`src/ssc_pkg.sv`:
```
// shared constants, types and slot numbering for the option slot steering chain
// assumes one 100 MHz clock and a synchronous active-high reset at both ends
package ssc_pkg;
    localparam int CHAR_W = 8;
    localparam int N_CHAIN = 4;
    // chain positions in strobe order
    localparam int SL_E = 0;
    localparam int SL_D = 1;
    localparam int SL_A = 2;
    localparam int SL_B = 3;
    // set bit: position steered by chain output grounding (method two)
    localparam logic [N_CHAIN-1:0] METHOD2_DEF = 4'ha;
    localparam int CLK_NS = 10;
    localparam int OPT_DELAY_NS = 100;
    localparam logic [7:0] OPT_DELAY_CYC = 8'((OPT_DELAY_NS + CLK_NS - 1) / CLK_NS);
    localparam int ACK_NS = 50;
    localparam logic [7:0] ACK_CYC = 8'((ACK_NS + CLK_NS - 1) / CLK_NS);
    localparam logic [CHAR_W-1:0] CH_CR = 8'h0d;
    localparam logic [CHAR_W-1:0] CH_LF = 8'h0a;
    localparam logic [CHAR_W-1:0] SUBST_MASK = 8'h80;
    localparam logic [CHAR_W-1:0] CHAR_ZERO = 8'h00;
    typedef enum logic [1:0] {INS_IDLE, INS_PASS, INS_GAP, INS_DRIVE} ssc_ins_st_t;
endpackage : ssc_pkg

```
`src/ssc_link_if.sv`:
```
// signals between the steering board and the logic board with its options
// assumes both ends run on the same clock; strobes are active high except chain_strobe_out_n and slot_occupied_divert_line_n
`timescale 1ns/1ps
interface ssc_link_if import ssc_pkg::*; ();
    // receive converter and shared receive path
    logic [CHAR_W-1:0] conv_char;
    logic conv_oe;
    logic conv_avail;
    logic [N_CHAIN-1:0][CHAR_W-1:0] slot_drv_char;
    logic [N_CHAIN-1:0] slot_drv_oe;
    logic [CHAR_W-1:0] slot_rx_char;
    logic [CHAR_W-1:0] cbuf_char;
    logic cbuf_avail;
    // strobe chain
    logic [N_CHAIN-1:0] slot_da;
    logic [N_CHAIN-1:0] slot_occupied_divert_line_n;
    logic [N_CHAIN-1:0] chain_strobe_out_n;
    logic char_consumed_ack;
    logic slot_ack;
    // substitution slot
    logic [CHAR_W-1:0] cbuf_out_char;
    logic [CHAR_W-1:0] slotf_in_char;
    logic [CHAR_W-1:0] slotf_out_char;
    logic slotf_fit_n;
    logic [CHAR_W-1:0] phead_char;
    // keyboard path
    logic [CHAR_W-1:0] kbd_char;
    logic kbd_strobe;
    logic [CHAR_W-1:0] lb_char;
    logic lb_strobe;
    logic [CHAR_W-1:0] mon_char;
    logic mon_strobe;
    logic ser_fit_n;
    logic [CHAR_W-1:0] ser_in_char;
    logic ser_in_strobe;
    logic [CHAR_W-1:0] ser_out_char;
    logic ser_out_strobe;

    modport dev (
        input conv_char, conv_oe, conv_avail, slot_drv_char, slot_drv_oe,
        input slot_occupied_divert_line_n, chain_strobe_out_n, char_consumed_ack,
        input cbuf_out_char, slotf_out_char, slotf_fit_n,
        input kbd_char, kbd_strobe, ser_fit_n, ser_out_char, ser_out_strobe,
        output slot_rx_char, cbuf_char, cbuf_avail, slot_da, slot_ack,
        output slotf_in_char, phead_char, lb_char, lb_strobe, mon_char, mon_strobe,
        output ser_in_char, ser_in_strobe
    );
    modport far (
        output conv_char, conv_oe, conv_avail, slot_drv_char, slot_drv_oe,
        output slot_occupied_divert_line_n, chain_strobe_out_n, char_consumed_ack,
        output cbuf_out_char, slotf_out_char, slotf_fit_n,
        output kbd_char, kbd_strobe, ser_fit_n, ser_out_char, ser_out_strobe,
        input slot_rx_char, cbuf_char, cbuf_avail, slot_da, slot_ack,
        input slotf_in_char, phead_char, lb_char, lb_strobe, mon_char, mon_strobe,
        input ser_in_char, ser_in_strobe
    );
endinterface : ssc_link_if

```
`src/ssc_steer_dev.sv`:
```
// steering board: receive broadcast, strobe daisy chain, keyboard routing,
// substitution slot routing
// assumes slot lines are synchronous to ref_clk and change only with boards fitted
`timescale 1ns/1ps
module ssc_steer_dev import ssc_pkg::*; #(
    parameter logic [N_CHAIN-1:0] METHOD2 = METHOD2_DEF
) (
    // clock and reset
    input wire logic ref_clk,
    input wire logic srst,
    // logic board and slots
    ssc_link_if.dev lk,
    // steering status
    output logic [N_CHAIN-1:0] chain_fitted,
    output logic ser_active,
    output logic subst_active,
    output logic rx_driven_by_slot
);
    // fitted test for one chain position
    function automatic logic pos_fitted(input logic m2, input logic div_n,
                                        input logic cho_n);
        if (m2)
            return ~cho_n;
        return ~div_n;
    endfunction : pos_fitted

    // strobe leaving one chain position
    function automatic logic pos_next(input logic m2, input logic fit, input logic inb,
                                      input logic div_n, input logic cho_n);
        if (!fit)
            return inb;
        if (m2)
            return ~div_n;
        return ~cho_n;
    endfunction : pos_next

    logic [N_CHAIN:0] link;
    logic [N_CHAIN-1:0] fit;
    logic [CHAR_W-1:0] bus_val;
    logic bus_slot;
    logic bus_any;

    logic [CHAR_W-1:0] rx_char_r;
    logic [CHAR_W-1:0] rx_char_nxt;
    logic cbuf_avail_r;
    logic cbuf_avail_nxt;
    logic [N_CHAIN-1:0] slot_da_r;
    logic [N_CHAIN-1:0] slot_da_nxt;
    logic ack_r;
    logic ack_nxt;
    logic [N_CHAIN-1:0] fit_r;
    logic [N_CHAIN-1:0] fit_nxt;
    logic bus_slot_r;
    logic bus_slot_nxt;

    logic [CHAR_W-1:0] slotf_in_r;
    logic [CHAR_W-1:0] slotf_in_nxt;
    logic [CHAR_W-1:0] phead_r;
    logic [CHAR_W-1:0] phead_nxt;
    logic subst_r;
    logic subst_nxt;

    logic [CHAR_W-1:0] lb_char_r;
    logic [CHAR_W-1:0] lb_char_nxt;
    logic lb_strobe_r;
    logic lb_strobe_nxt;
    logic [CHAR_W-1:0] mon_char_r;
    logic [CHAR_W-1:0] mon_char_nxt;
    logic mon_strobe_r;
    logic mon_strobe_nxt;
    logic [CHAR_W-1:0] ser_in_char_r;
    logic [CHAR_W-1:0] ser_in_char_nxt;
    logic ser_in_strobe_r;
    logic ser_in_strobe_nxt;
    logic ser_r;
    logic ser_nxt;

    // receive path and strobe chain
    always_comb begin
        bus_val = lk.conv_char;
        bus_slot = 1'b0;
        bus_any = lk.conv_oe;
        for (int i = 0; i < N_CHAIN; i++) begin
            if (lk.slot_drv_oe[i]) begin
                bus_val = lk.slot_drv_char[i];
                bus_slot = 1'b1;
                bus_any = 1'b1;
            end
        end
        // undriven path keeps the last character rather than floating
        // tap before character buffer
        rx_char_nxt = bus_any ? bus_val : rx_char_r;
        bus_slot_nxt = bus_slot;
        // chain order E D A B
        link[0] = lk.conv_avail;
        for (int i = 0; i < N_CHAIN; i++) begin
            fit[i] = pos_fitted(METHOD2[i], lk.slot_occupied_divert_line_n[i],
                                lk.chain_strobe_out_n[i]);
            slot_da_nxt[i] = fit[i] & link[i];
            link[i+1] = pos_next(METHOD2[i], fit[i], link[i],
                                 lk.slot_occupied_divert_line_n[i],
                                 lk.chain_strobe_out_n[i]);
        end
        fit_nxt = fit;
        cbuf_avail_nxt = link[N_CHAIN];
        ack_nxt = lk.char_consumed_ack;
    end

    always_ff @(posedge ref_clk) begin
        if (srst) begin
            rx_char_r <= CHAR_ZERO;
            cbuf_avail_r <= 1'b0;
            slot_da_r <= '0;
            ack_r <= 1'b0;
            fit_r <= '0;
            bus_slot_r <= 1'b0;
        end else begin
            rx_char_r <= rx_char_nxt;
            cbuf_avail_r <= cbuf_avail_nxt;
            slot_da_r <= slot_da_nxt;
            ack_r <= ack_nxt;
            fit_r <= fit_nxt;
            bus_slot_r <= bus_slot_nxt;
        end
    end

    // substitution slot
    always_comb begin
        slotf_in_nxt = lk.cbuf_out_char;
        subst_nxt = ~lk.slotf_fit_n;
        // empty F slot would leave the print head undriven, so bypass it
        // F output to print
        phead_nxt = subst_nxt ? lk.slotf_out_char : lk.cbuf_out_char;
    end

    always_ff @(posedge ref_clk) begin
        if (srst) begin
            slotf_in_r <= CHAR_ZERO;
            phead_r <= CHAR_ZERO;
            subst_r <= 1'b0;
        end else begin
            slotf_in_r <= slotf_in_nxt;
            phead_r <= phead_nxt;
            subst_r <= subst_nxt;
        end
    end

    // keyboard path
    always_comb begin
        ser_nxt = ~lk.ser_fit_n;
        mon_char_nxt = lk.kbd_char;
        mon_strobe_nxt = lk.kbd_strobe;
        ser_in_char_nxt = lk.kbd_char;
        ser_in_strobe_nxt = 1'b0;
        if (ser_nxt) begin
            ser_in_strobe_nxt = lk.kbd_strobe;
            lb_char_nxt = lk.ser_out_char;
            lb_strobe_nxt = lk.ser_out_strobe;
        end else begin
            lb_char_nxt = lk.kbd_char;
            lb_strobe_nxt = lk.kbd_strobe;
        end
    end

    always_ff @(posedge ref_clk) begin
        if (srst) begin
            lb_char_r <= CHAR_ZERO;
            lb_strobe_r <= 1'b0;
            mon_char_r <= CHAR_ZERO;
            mon_strobe_r <= 1'b0;
            ser_in_char_r <= CHAR_ZERO;
            ser_in_strobe_r <= 1'b0;
            ser_r <= 1'b0;
        end else begin
            lb_char_r <= lb_char_nxt;
            lb_strobe_r <= lb_strobe_nxt;
            mon_char_r <= mon_char_nxt;
            mon_strobe_r <= mon_strobe_nxt;
            ser_in_char_r <= ser_in_char_nxt;
            ser_in_strobe_r <= ser_in_strobe_nxt;
            ser_r <= ser_nxt;
        end
    end

    assign lk.slot_rx_char = rx_char_r;
    assign lk.cbuf_char = rx_char_r;
    assign lk.cbuf_avail = cbuf_avail_r;
    assign lk.slot_da = slot_da_r;
    assign lk.slot_ack = ack_r;
    assign lk.slotf_in_char = slotf_in_r;
    assign lk.phead_char = phead_r;
    assign lk.lb_char = lb_char_r;
    assign lk.lb_strobe = lb_strobe_r;
    assign lk.mon_char = mon_char_r;
    assign lk.mon_strobe = mon_strobe_r;
    assign lk.ser_in_char = ser_in_char_r;
    assign lk.ser_in_strobe = ser_in_strobe_r;
    assign chain_fitted = fit_r;
    assign ser_active = ser_r;
    assign subst_active = subst_r;
    assign rx_driven_by_slot = bus_slot_r;
endmodule : ssc_steer_dev

```
`src/flat_wrapper.sv`:
```
// flat-port wrapper written by rule: the top's interface ports become plain ports
module ssc_steer_dev_flat import ssc_pkg::*;
#(
    parameter logic [N_CHAIN-1:0] METHOD2 = METHOD2_DEF
)
  (ref_clk, srst, chain_fitted, ser_active, subst_active, rx_driven_by_slot, lk_conv_char, lk_conv_oe, lk_conv_avail, lk_slot_drv_char, lk_slot_drv_oe, lk_slot_occupied_divert_line_n, lk_chain_strobe_out_n, lk_char_consumed_ack, lk_cbuf_out_char, lk_slotf_out_char, lk_slotf_fit_n, lk_kbd_char, lk_kbd_strobe, lk_ser_fit_n, lk_ser_out_char, lk_ser_out_strobe, lk_slot_rx_char, lk_cbuf_char, lk_cbuf_avail, lk_slot_da, lk_slot_ack, lk_slotf_in_char, lk_phead_char, lk_lb_char, lk_lb_strobe, lk_mon_char, lk_mon_strobe, lk_ser_in_char, lk_ser_in_strobe);
  ssc_link_if lk_i ();
  input wire logic ref_clk;
  input wire logic srst;
  output logic [N_CHAIN-1:0] chain_fitted;
  output logic ser_active;
  output logic subst_active;
  output logic rx_driven_by_slot;
  input wire logic [$bits(lk_i.conv_char)-1:0] lk_conv_char;
  input wire logic [$bits(lk_i.conv_oe)-1:0] lk_conv_oe;
  input wire logic [$bits(lk_i.conv_avail)-1:0] lk_conv_avail;
  input wire logic [$bits(lk_i.slot_drv_char)-1:0] lk_slot_drv_char;
  input wire logic [$bits(lk_i.slot_drv_oe)-1:0] lk_slot_drv_oe;
  input wire logic [$bits(lk_i.slot_occupied_divert_line_n)-1:0] lk_slot_occupied_divert_line_n;
  input wire logic [$bits(lk_i.chain_strobe_out_n)-1:0] lk_chain_strobe_out_n;
  input wire logic [$bits(lk_i.char_consumed_ack)-1:0] lk_char_consumed_ack;
  input wire logic [$bits(lk_i.cbuf_out_char)-1:0] lk_cbuf_out_char;
  input wire logic [$bits(lk_i.slotf_out_char)-1:0] lk_slotf_out_char;
  input wire logic [$bits(lk_i.slotf_fit_n)-1:0] lk_slotf_fit_n;
  input wire logic [$bits(lk_i.kbd_char)-1:0] lk_kbd_char;
  input wire logic [$bits(lk_i.kbd_strobe)-1:0] lk_kbd_strobe;
  input wire logic [$bits(lk_i.ser_fit_n)-1:0] lk_ser_fit_n;
  input wire logic [$bits(lk_i.ser_out_char)-1:0] lk_ser_out_char;
  input wire logic [$bits(lk_i.ser_out_strobe)-1:0] lk_ser_out_strobe;
  output wire logic [$bits(lk_i.slot_rx_char)-1:0] lk_slot_rx_char;
  output wire logic [$bits(lk_i.cbuf_char)-1:0] lk_cbuf_char;
  output wire logic [$bits(lk_i.cbuf_avail)-1:0] lk_cbuf_avail;
  output wire logic [$bits(lk_i.slot_da)-1:0] lk_slot_da;
  output wire logic [$bits(lk_i.slot_ack)-1:0] lk_slot_ack;
  output wire logic [$bits(lk_i.slotf_in_char)-1:0] lk_slotf_in_char;
  output wire logic [$bits(lk_i.phead_char)-1:0] lk_phead_char;
  output wire logic [$bits(lk_i.lb_char)-1:0] lk_lb_char;
  output wire logic [$bits(lk_i.lb_strobe)-1:0] lk_lb_strobe;
  output wire logic [$bits(lk_i.mon_char)-1:0] lk_mon_char;
  output wire logic [$bits(lk_i.mon_strobe)-1:0] lk_mon_strobe;
  output wire logic [$bits(lk_i.ser_in_char)-1:0] lk_ser_in_char;
  output wire logic [$bits(lk_i.ser_in_strobe)-1:0] lk_ser_in_strobe;
  assign lk_i.conv_char = lk_conv_char;
  assign lk_i.conv_oe = lk_conv_oe;
  assign lk_i.conv_avail = lk_conv_avail;
  assign lk_i.slot_drv_char = lk_slot_drv_char;
  assign lk_i.slot_drv_oe = lk_slot_drv_oe;
  assign lk_i.slot_occupied_divert_line_n = lk_slot_occupied_divert_line_n;
  assign lk_i.chain_strobe_out_n = lk_chain_strobe_out_n;
  assign lk_i.char_consumed_ack = lk_char_consumed_ack;
  assign lk_i.cbuf_out_char = lk_cbuf_out_char;
  assign lk_i.slotf_out_char = lk_slotf_out_char;
  assign lk_i.slotf_fit_n = lk_slotf_fit_n;
  assign lk_i.kbd_char = lk_kbd_char;
  assign lk_i.kbd_strobe = lk_kbd_strobe;
  assign lk_i.ser_fit_n = lk_ser_fit_n;
  assign lk_i.ser_out_char = lk_ser_out_char;
  assign lk_i.ser_out_strobe = lk_ser_out_strobe;
  assign lk_slot_rx_char = lk_i.slot_rx_char;
  assign lk_cbuf_char = lk_i.cbuf_char;
  assign lk_cbuf_avail = lk_i.cbuf_avail;
  assign lk_slot_da = lk_i.slot_da;
  assign lk_slot_ack = lk_i.slot_ack;
  assign lk_slotf_in_char = lk_i.slotf_in_char;
  assign lk_phead_char = lk_i.phead_char;
  assign lk_lb_char = lk_i.lb_char;
  assign lk_lb_strobe = lk_i.lb_strobe;
  assign lk_mon_char = lk_i.mon_char;
  assign lk_mon_strobe = lk_i.mon_strobe;
  assign lk_ser_in_char = lk_i.ser_in_char;
  assign lk_ser_in_strobe = lk_i.ser_in_strobe;
  ssc_steer_dev #(.METHOD2(METHOD2)) u_core (.ref_clk(ref_clk), .srst(srst), .lk(lk_i), .chain_fitted(chain_fitted), .ser_active(ser_active), .subst_active(subst_active), .rx_driven_by_slot(rx_driven_by_slot));
endmodule
```
`config.mk`:
```
export PLATFORM = sky130hd
export DESIGN_NAME = ssc_steer_dev_flat
export DESIGN_NICKNAME = d
export VERILOG_FILES = /design/src/ssc_pkg.sv /design/src/ssc_link_if.sv /design/src/ssc_steer_dev.sv /design/src/flat_wrapper.sv
export SDC_FILE = /design/constraint.sdc
export NUM_CORES = 1
export LEC_CHECK = 0
export ABC_AREA = 1
export BUFFER_PORTS_ARGS = -buffer_cell sky130_fd_sc_hd__buf_2
export CAP_MARGIN = 20
export CORE_ASPECT_RATIO = 1.75
export CORE_MARGIN = 8
export CORE_UTILIZATION = 35
export CTS_BUF_LIST = sky130_fd_sc_hd__clkbuf_4 sky130_fd_sc_hd__clkbuf_8 sky130_fd_sc_hd__clkbuf_16
export CTS_CLUSTER_DIAMETER = 80
export CTS_CLUSTER_SIZE = 28
export DETAILED_ROUTE_END_ITERATION = 8
export PLACE_DENSITY = 0.81
export SYNTH_ARGS = -nofsm -noshare
export SYNTH_HDL_FRONTEND = slang
export SYNTH_SLANG_ARGS = --single-unit
```
`constraint.sdc`:
```
create_clock -name ref_clk -period 1.7 [get_ports ref_clk]
set_input_delay 0.085 -clock ref_clk [delete_from_list [all_inputs] [get_ports ref_clk]]
set_output_delay 0.085 -clock ref_clk [all_outputs]
set_load 0.02 [all_outputs]
```
### Yosys cells after proc, flatten, opt, wreduce, memory -nomap -nowiden

Index checks and enable logic that the tools add are counted.

* flip-flop bits (word level): 56
* word-level logic and storage cells: 57
* input port bits: 93

* bitwise operators: 14
* reductions and logical operators: 1
* muxes and demuxes: 27

Operators by type and width (count)
* $mux W8: 6
* $mux W1: 21
* $not A1 Y1: 10
* $and A1 B1 Y1: 4
* $reduce_or A2 Y1: 1

### Depth between registers and ports, before layout

* depth in word-level cells: 6
* gate-level depth with buffers: 8

### Worst setup path before layout

OpenSTA, ideal clock, no wires.

* path type: input to register
* start point: input port lk_slot_drv_oe[3]
* end point: register u_core.rx_char_r[1] (netlist: u_core.lk.cbuf_char[1])
* required time: 1.581 ns
* stages on the path: 6
* library setup time: 0.119 ns
* data arrival time: 0.819 ns
* setup slack: 0.761 ns
* path through: buf_2 nor2_2 nand3b_4 buf_6 o21ai_0 a21oi_1

* word-level cells in the longest chain between the ends: 1

RTL lines
* from (decl): RTL line flat_wrapper.sv:18 `input wire logic [$bits(lk_i.slot_drv_oe)-1:0] lk_slot_drv_oe;`
* $mux W8 / $mux W1 (equally long branches): RTL line ssc_steer_dev.sv:84 `if (lk.slot_drv_oe[i]) begin`
* to (signal assigned): RTL line ssc_steer_dev.sv:118 `rx_char_r <= rx_char_nxt;`
* to (decl): RTL line ssc_steer_dev.sv:43 `logic [CHAR_W-1:0] rx_char_r;`

Several ways; a longest one is shown, not always the timed one.
A chain may end at the register's enable or synchronous reset.

### Final worst setup path

* start point: input port lk_slot_occupied_divert_line_n[0]
* end point: register u_core.cbuf_avail_r (netlist: u_core.lk.cbuf_avail)

* word-level cells in the longest chain between the ends: 6

RTL lines
* from (decl): RTL line flat_wrapper.sv:19 `input wire logic [$bits(lk_i.slot_occupied_divert_line_n)-1:0] lk_slot_occupied_divert_line_n;`
* $mux W1: RTL line ssc_steer_dev.sv:30 `if (!fit)`
* $mux W1 (2 in a row): RTL line ssc_steer_dev.sv:32 `if (m2)`
* $mux W1: RTL line ssc_steer_dev.sv:30
* $mux W1 (2 in a row): RTL line ssc_steer_dev.sv:32
* to (signal assigned): RTL line ssc_steer_dev.sv:119 `cbuf_avail_r <= cbuf_avail_nxt;`
* to (decl): RTL line ssc_steer_dev.sv:45 `logic cbuf_avail_r;`

Every way passes these cells. The select of a mux whose other input is x is not followed.

==> flow_metrics.env <==
export IMPL_status="finished, final reports clean"
export IMPL_power_mw=3.10
export IMPL_path_cells="dlygate4sd3_1 -> buf_2 -> inv_1 -> nand2_1 -> nand3_1 -> nand3_1 -> nand3_1 -> nand2_1 -> inv_1"
export IMPL_yosysUniqueCellTypes=23
export IMPL_layout_min_cycle_time_ns=1.03
export IMPL_routabilityCongestion=0.802
export IMPL_crit_required_ns=1.89
export IMPL_grt_pass1_vias=2523
export IMPL_fmax_mhz=973
export IMPL_skew_ns=0
export IMPL_p_switching_mw=0.865
export IMPL_finalHoldViolCount=0
export IMPL_clock_path_buffers=2
export IMPL_detail_route_antenna_nets=0
export IMPL_hold_path_class="primary input to flop"
export IMPL_critPathSlowestCell="dlygate4sd3_1"
export IMPL_tritoncts="built"
export IMPL_cts_root_buf="clkbuf_16"
export IMPL_intPower_mw=2.23
export IMPL_switching_share_pct=27.9
export IMPL_peakVddDrop_mv=0.903
export IMPL_clk_insertion_delay_late_ns=0.28
export IMPL_synthCells=305
export IMPL_die_y_um=124
export IMPL_grt_overflow_total=0
export IMPL_cp_common_cell="nand3_1"
export IMPL_syn_cell_area_um2=2330
export IMPL_cts_max_level=2
export IMPL_synthToLayoutAreaGrowth_pct=40.1
export IMPL_clkTransAtPathRegs_ns=0.07
export IMPL_dpl_instance_area_um2=3070
export IMPL_finalSetupTns_ns=0
export IMPL_rsz0062_at_grt="false"
export IMPL_initial_core_util_pct=36.0
export IMPL_dieArea_um2=9640
export IMPL_route_detailed_drc=0
export IMPL_syn_nets=398
export IMPL_viasPerCell=4.36
export IMPL_relSlewSlack_pct=61.3
export IMPL_antenna_found_initial=1
export IMPL_critPathMaxStageDelay_ns=0.51
export IMPL_leakage_nw=2.01
export IMPL_track_usage_pct=15.3
export IMPL_startpoint_type="primary input"
export IMPL_dp_hpwl_um=6350
export IMPL_criticalPathCategory="primary input to flop"
export IMPL_finalSetupViolations=0
export IMPL_ys_warn_count=0
export IMPL_drtIter0Drc=70
export IMPL_drive_gt1_share_pct=40.4
export IMPL_ioPinCount=165
export IMPL_powerDensity_nw_per_um2=947
export IMPL_fillerInstances=653
export IMPL_synth_area_per_cell_um2=7.65
export IMPL_worstSetupEndpointType="flop"
export IMPL_pwr_share_comb_pct=19.5
export IMPL_n_antenna_cell=0
export IMPL_slew_viol_final=0
export IMPL_tightest_slew_ns=0.580
export IMPL_wl_per_cell_um=14.2
export IMPL_vias=2343
export IMPL_pwr_share_clk_pct=34.4
export IMPL_ys_seq_area_share_pct=48.0
export IMPL_crit_fanout=3
export IMPL_dr_pass1_iters=4
export IMPL_synth_seq_cells=56
export IMPL_numCtsBuffers=5
export IMPL_fp_coreArea_um2=6490
export IMPL_port_buffer_count=164
export IMPL_drt_wl_total_um=7640
export IMPL_row_count=39
export IMPL_drv_cap=0
export IMPL_cts_sinks=56
export IMPL_die_x_um=77.7
export IMPL_min_period_over_period_pct=60.4
export IMPL_grt_start_max_net_pins=30
export IMPL_worst_ep_arrival_time_ns=1.22
export IMPL_postCtsSetupRepairBufs=0
export IMPL_nets=547
export IMPL_finish_instance_area_um2=3270
export IMPL_grt_first_pass_wirelength_um=11600
export IMPL_power_frac_seq_pct=46.2
power groups by stage:
stage | Combinational (mW) | Sequential (mW) | Clock [mW]
finish | 0.603 | 1.43 | 1.06
global route | 0.662 | 1.44 | 1.15
floorplan | 0.263 | 1.57 | 0
global placement | 0.588 | 1.46 | 0
CTS | 0.608 | 1.43 | 1.09
detailed placement | 0.598 | 1.46 | 0
worst paths after layout:
path	depth (start not counted)	slack, ns	start	to
setup / recovery	9	0.67	lk_slot_occupied_divert_line_n[0]	u_core.lk.cbuf_avail
hold / removal	2	0.004	lk_slotf_out_char[7]	u_core.lk.phead_char[7]
setup reg to reg	2	1.02	u_core.lk.cbuf_char[4]	u_core.lk.cbuf_char[4]
hold reg to reg	2	0.55	u_core.lk.cbuf_char[7]	u_core.lk.cbuf_char[7]
cell usage after synthesis (all sizes together):
library cell / count / area share [%]
nand2: 69 / 11
nor3: 1 / 0.21
buf: 24 / 7.8
a21boi: 2 / 0.64
and3: 1 / 0.27
o22a: 17 / 6.4
nand3: 11 / 2.4
or2: 1 / 0.27
clkbuf: 3 / 0.48
dfxtp: 56 / 48
o21ai: 8 / 1.7
a21oi: 10 / 2.5
nand3b: 1 / 0.86
inv: 58 / 9.3
nor2: 43 / 7.9
sequential cells by signal, summed over array words and instances (netlist names):
signal / cells
u_core.lk.mon_char: 8
u_core.lk.phead_char: 8
u_core.lk.cbuf_avail: 1
u_core.lk.ser_in_strobe: 1
u_core.lk.lb_char: 8
u_core.subst_active: 1
u_core.chain_fitted: 4
u_core.lk.cbuf_char: 8
u_core.lk.slot_da: 4
u_core.lk.slot_ack: 1
u_core.lk.slotf_in_char: 8
u_core.lk.lb_strobe: 1
u_core.rx_driven_by_slot: 1
u_core.lk.mon_strobe: 1
u_core.ser_active: 1
final cells by class:
cell class | instances | area [um^2] | area share [%]
clock inverters | 2 | 17.5 | 0.535
repair buffers | 169 | 871 | 26.6
clock buffers | 6 | 139 | 4.24
well taps | 82 | 103 | 3.14
flip-flops and latches | 56 | 1120 | 34.3
multi-input cells | 164 | 803 | 24.6
inverters | 58 | 218 | 6.65
layer usage:
metal	up-vias	GRT usage (%)	routed length, um
met5	-	0	10
met4	2	5.11	82
met3	7	10.4	1120
met2	113	28.6	3980
met1	1016	12.2	2450
li1	1205	-	-
cells by family (layout without fill, tap and decap cells):
kind of cell	count (synthesis)	after routing	synth area share, %
and+or+nand+nor	127	127	23.2
AOI/OAI and AO/OA	37	37	11.2
buffers and inverters	85	235	17.6
DFF	56	56	48.0
timing repair:
item                                   4_1_cts  5_1_grt
endpoints found under the hold margin        4        1
hold buffers                                 4        1
gates resized for setup                      0        0
cell usage in the layout (no fill, tap or decap), drive strengths merged:
cell | synthesis | final
a21boi | 2 | 2
a21oi | 10 | 10
and3 | 1 | 1
buf | 24 | 164
clkbuf | 3 | 6
dfxtp | 56 | 56
dlygate4sd3 | 0 | 5
inv | 58 | 60
nand2 | 69 | 69
nand3 | 11 | 11
nand3b | 1 | 1
nor2 | 43 | 43
nor3 | 1 | 1
o21ai | 8 | 8
o22a | 17 | 17
or2 | 1 | 1
through the flow:
| stage | hold WS, ns | setup WS [ns] | std cells | util, % |
|---|---|---|---|---|
| CTS | 0.000557 | 0.669 | 536 | 50.3 |
| finish | 0.00419 | 0.673 | 537 | 50.4 |
| global placement | 0.270 | 0.629 | 524 | 47.2 |
| floorplan | 0.152 | 0.761 | 305 | - |
| global route | 0.00661 | 0.590 | 537 | 50.4 |
| detailed placement | 0.272 | 0.573 | 524 | 47.2 |
critical path, delay by kind of cell:
family	cells	cell delay, ns
buffers and inverters	4	0.71
and+or+nand+nor	5	0.43
No activity file was read; power rests on OpenSTA's default activity.
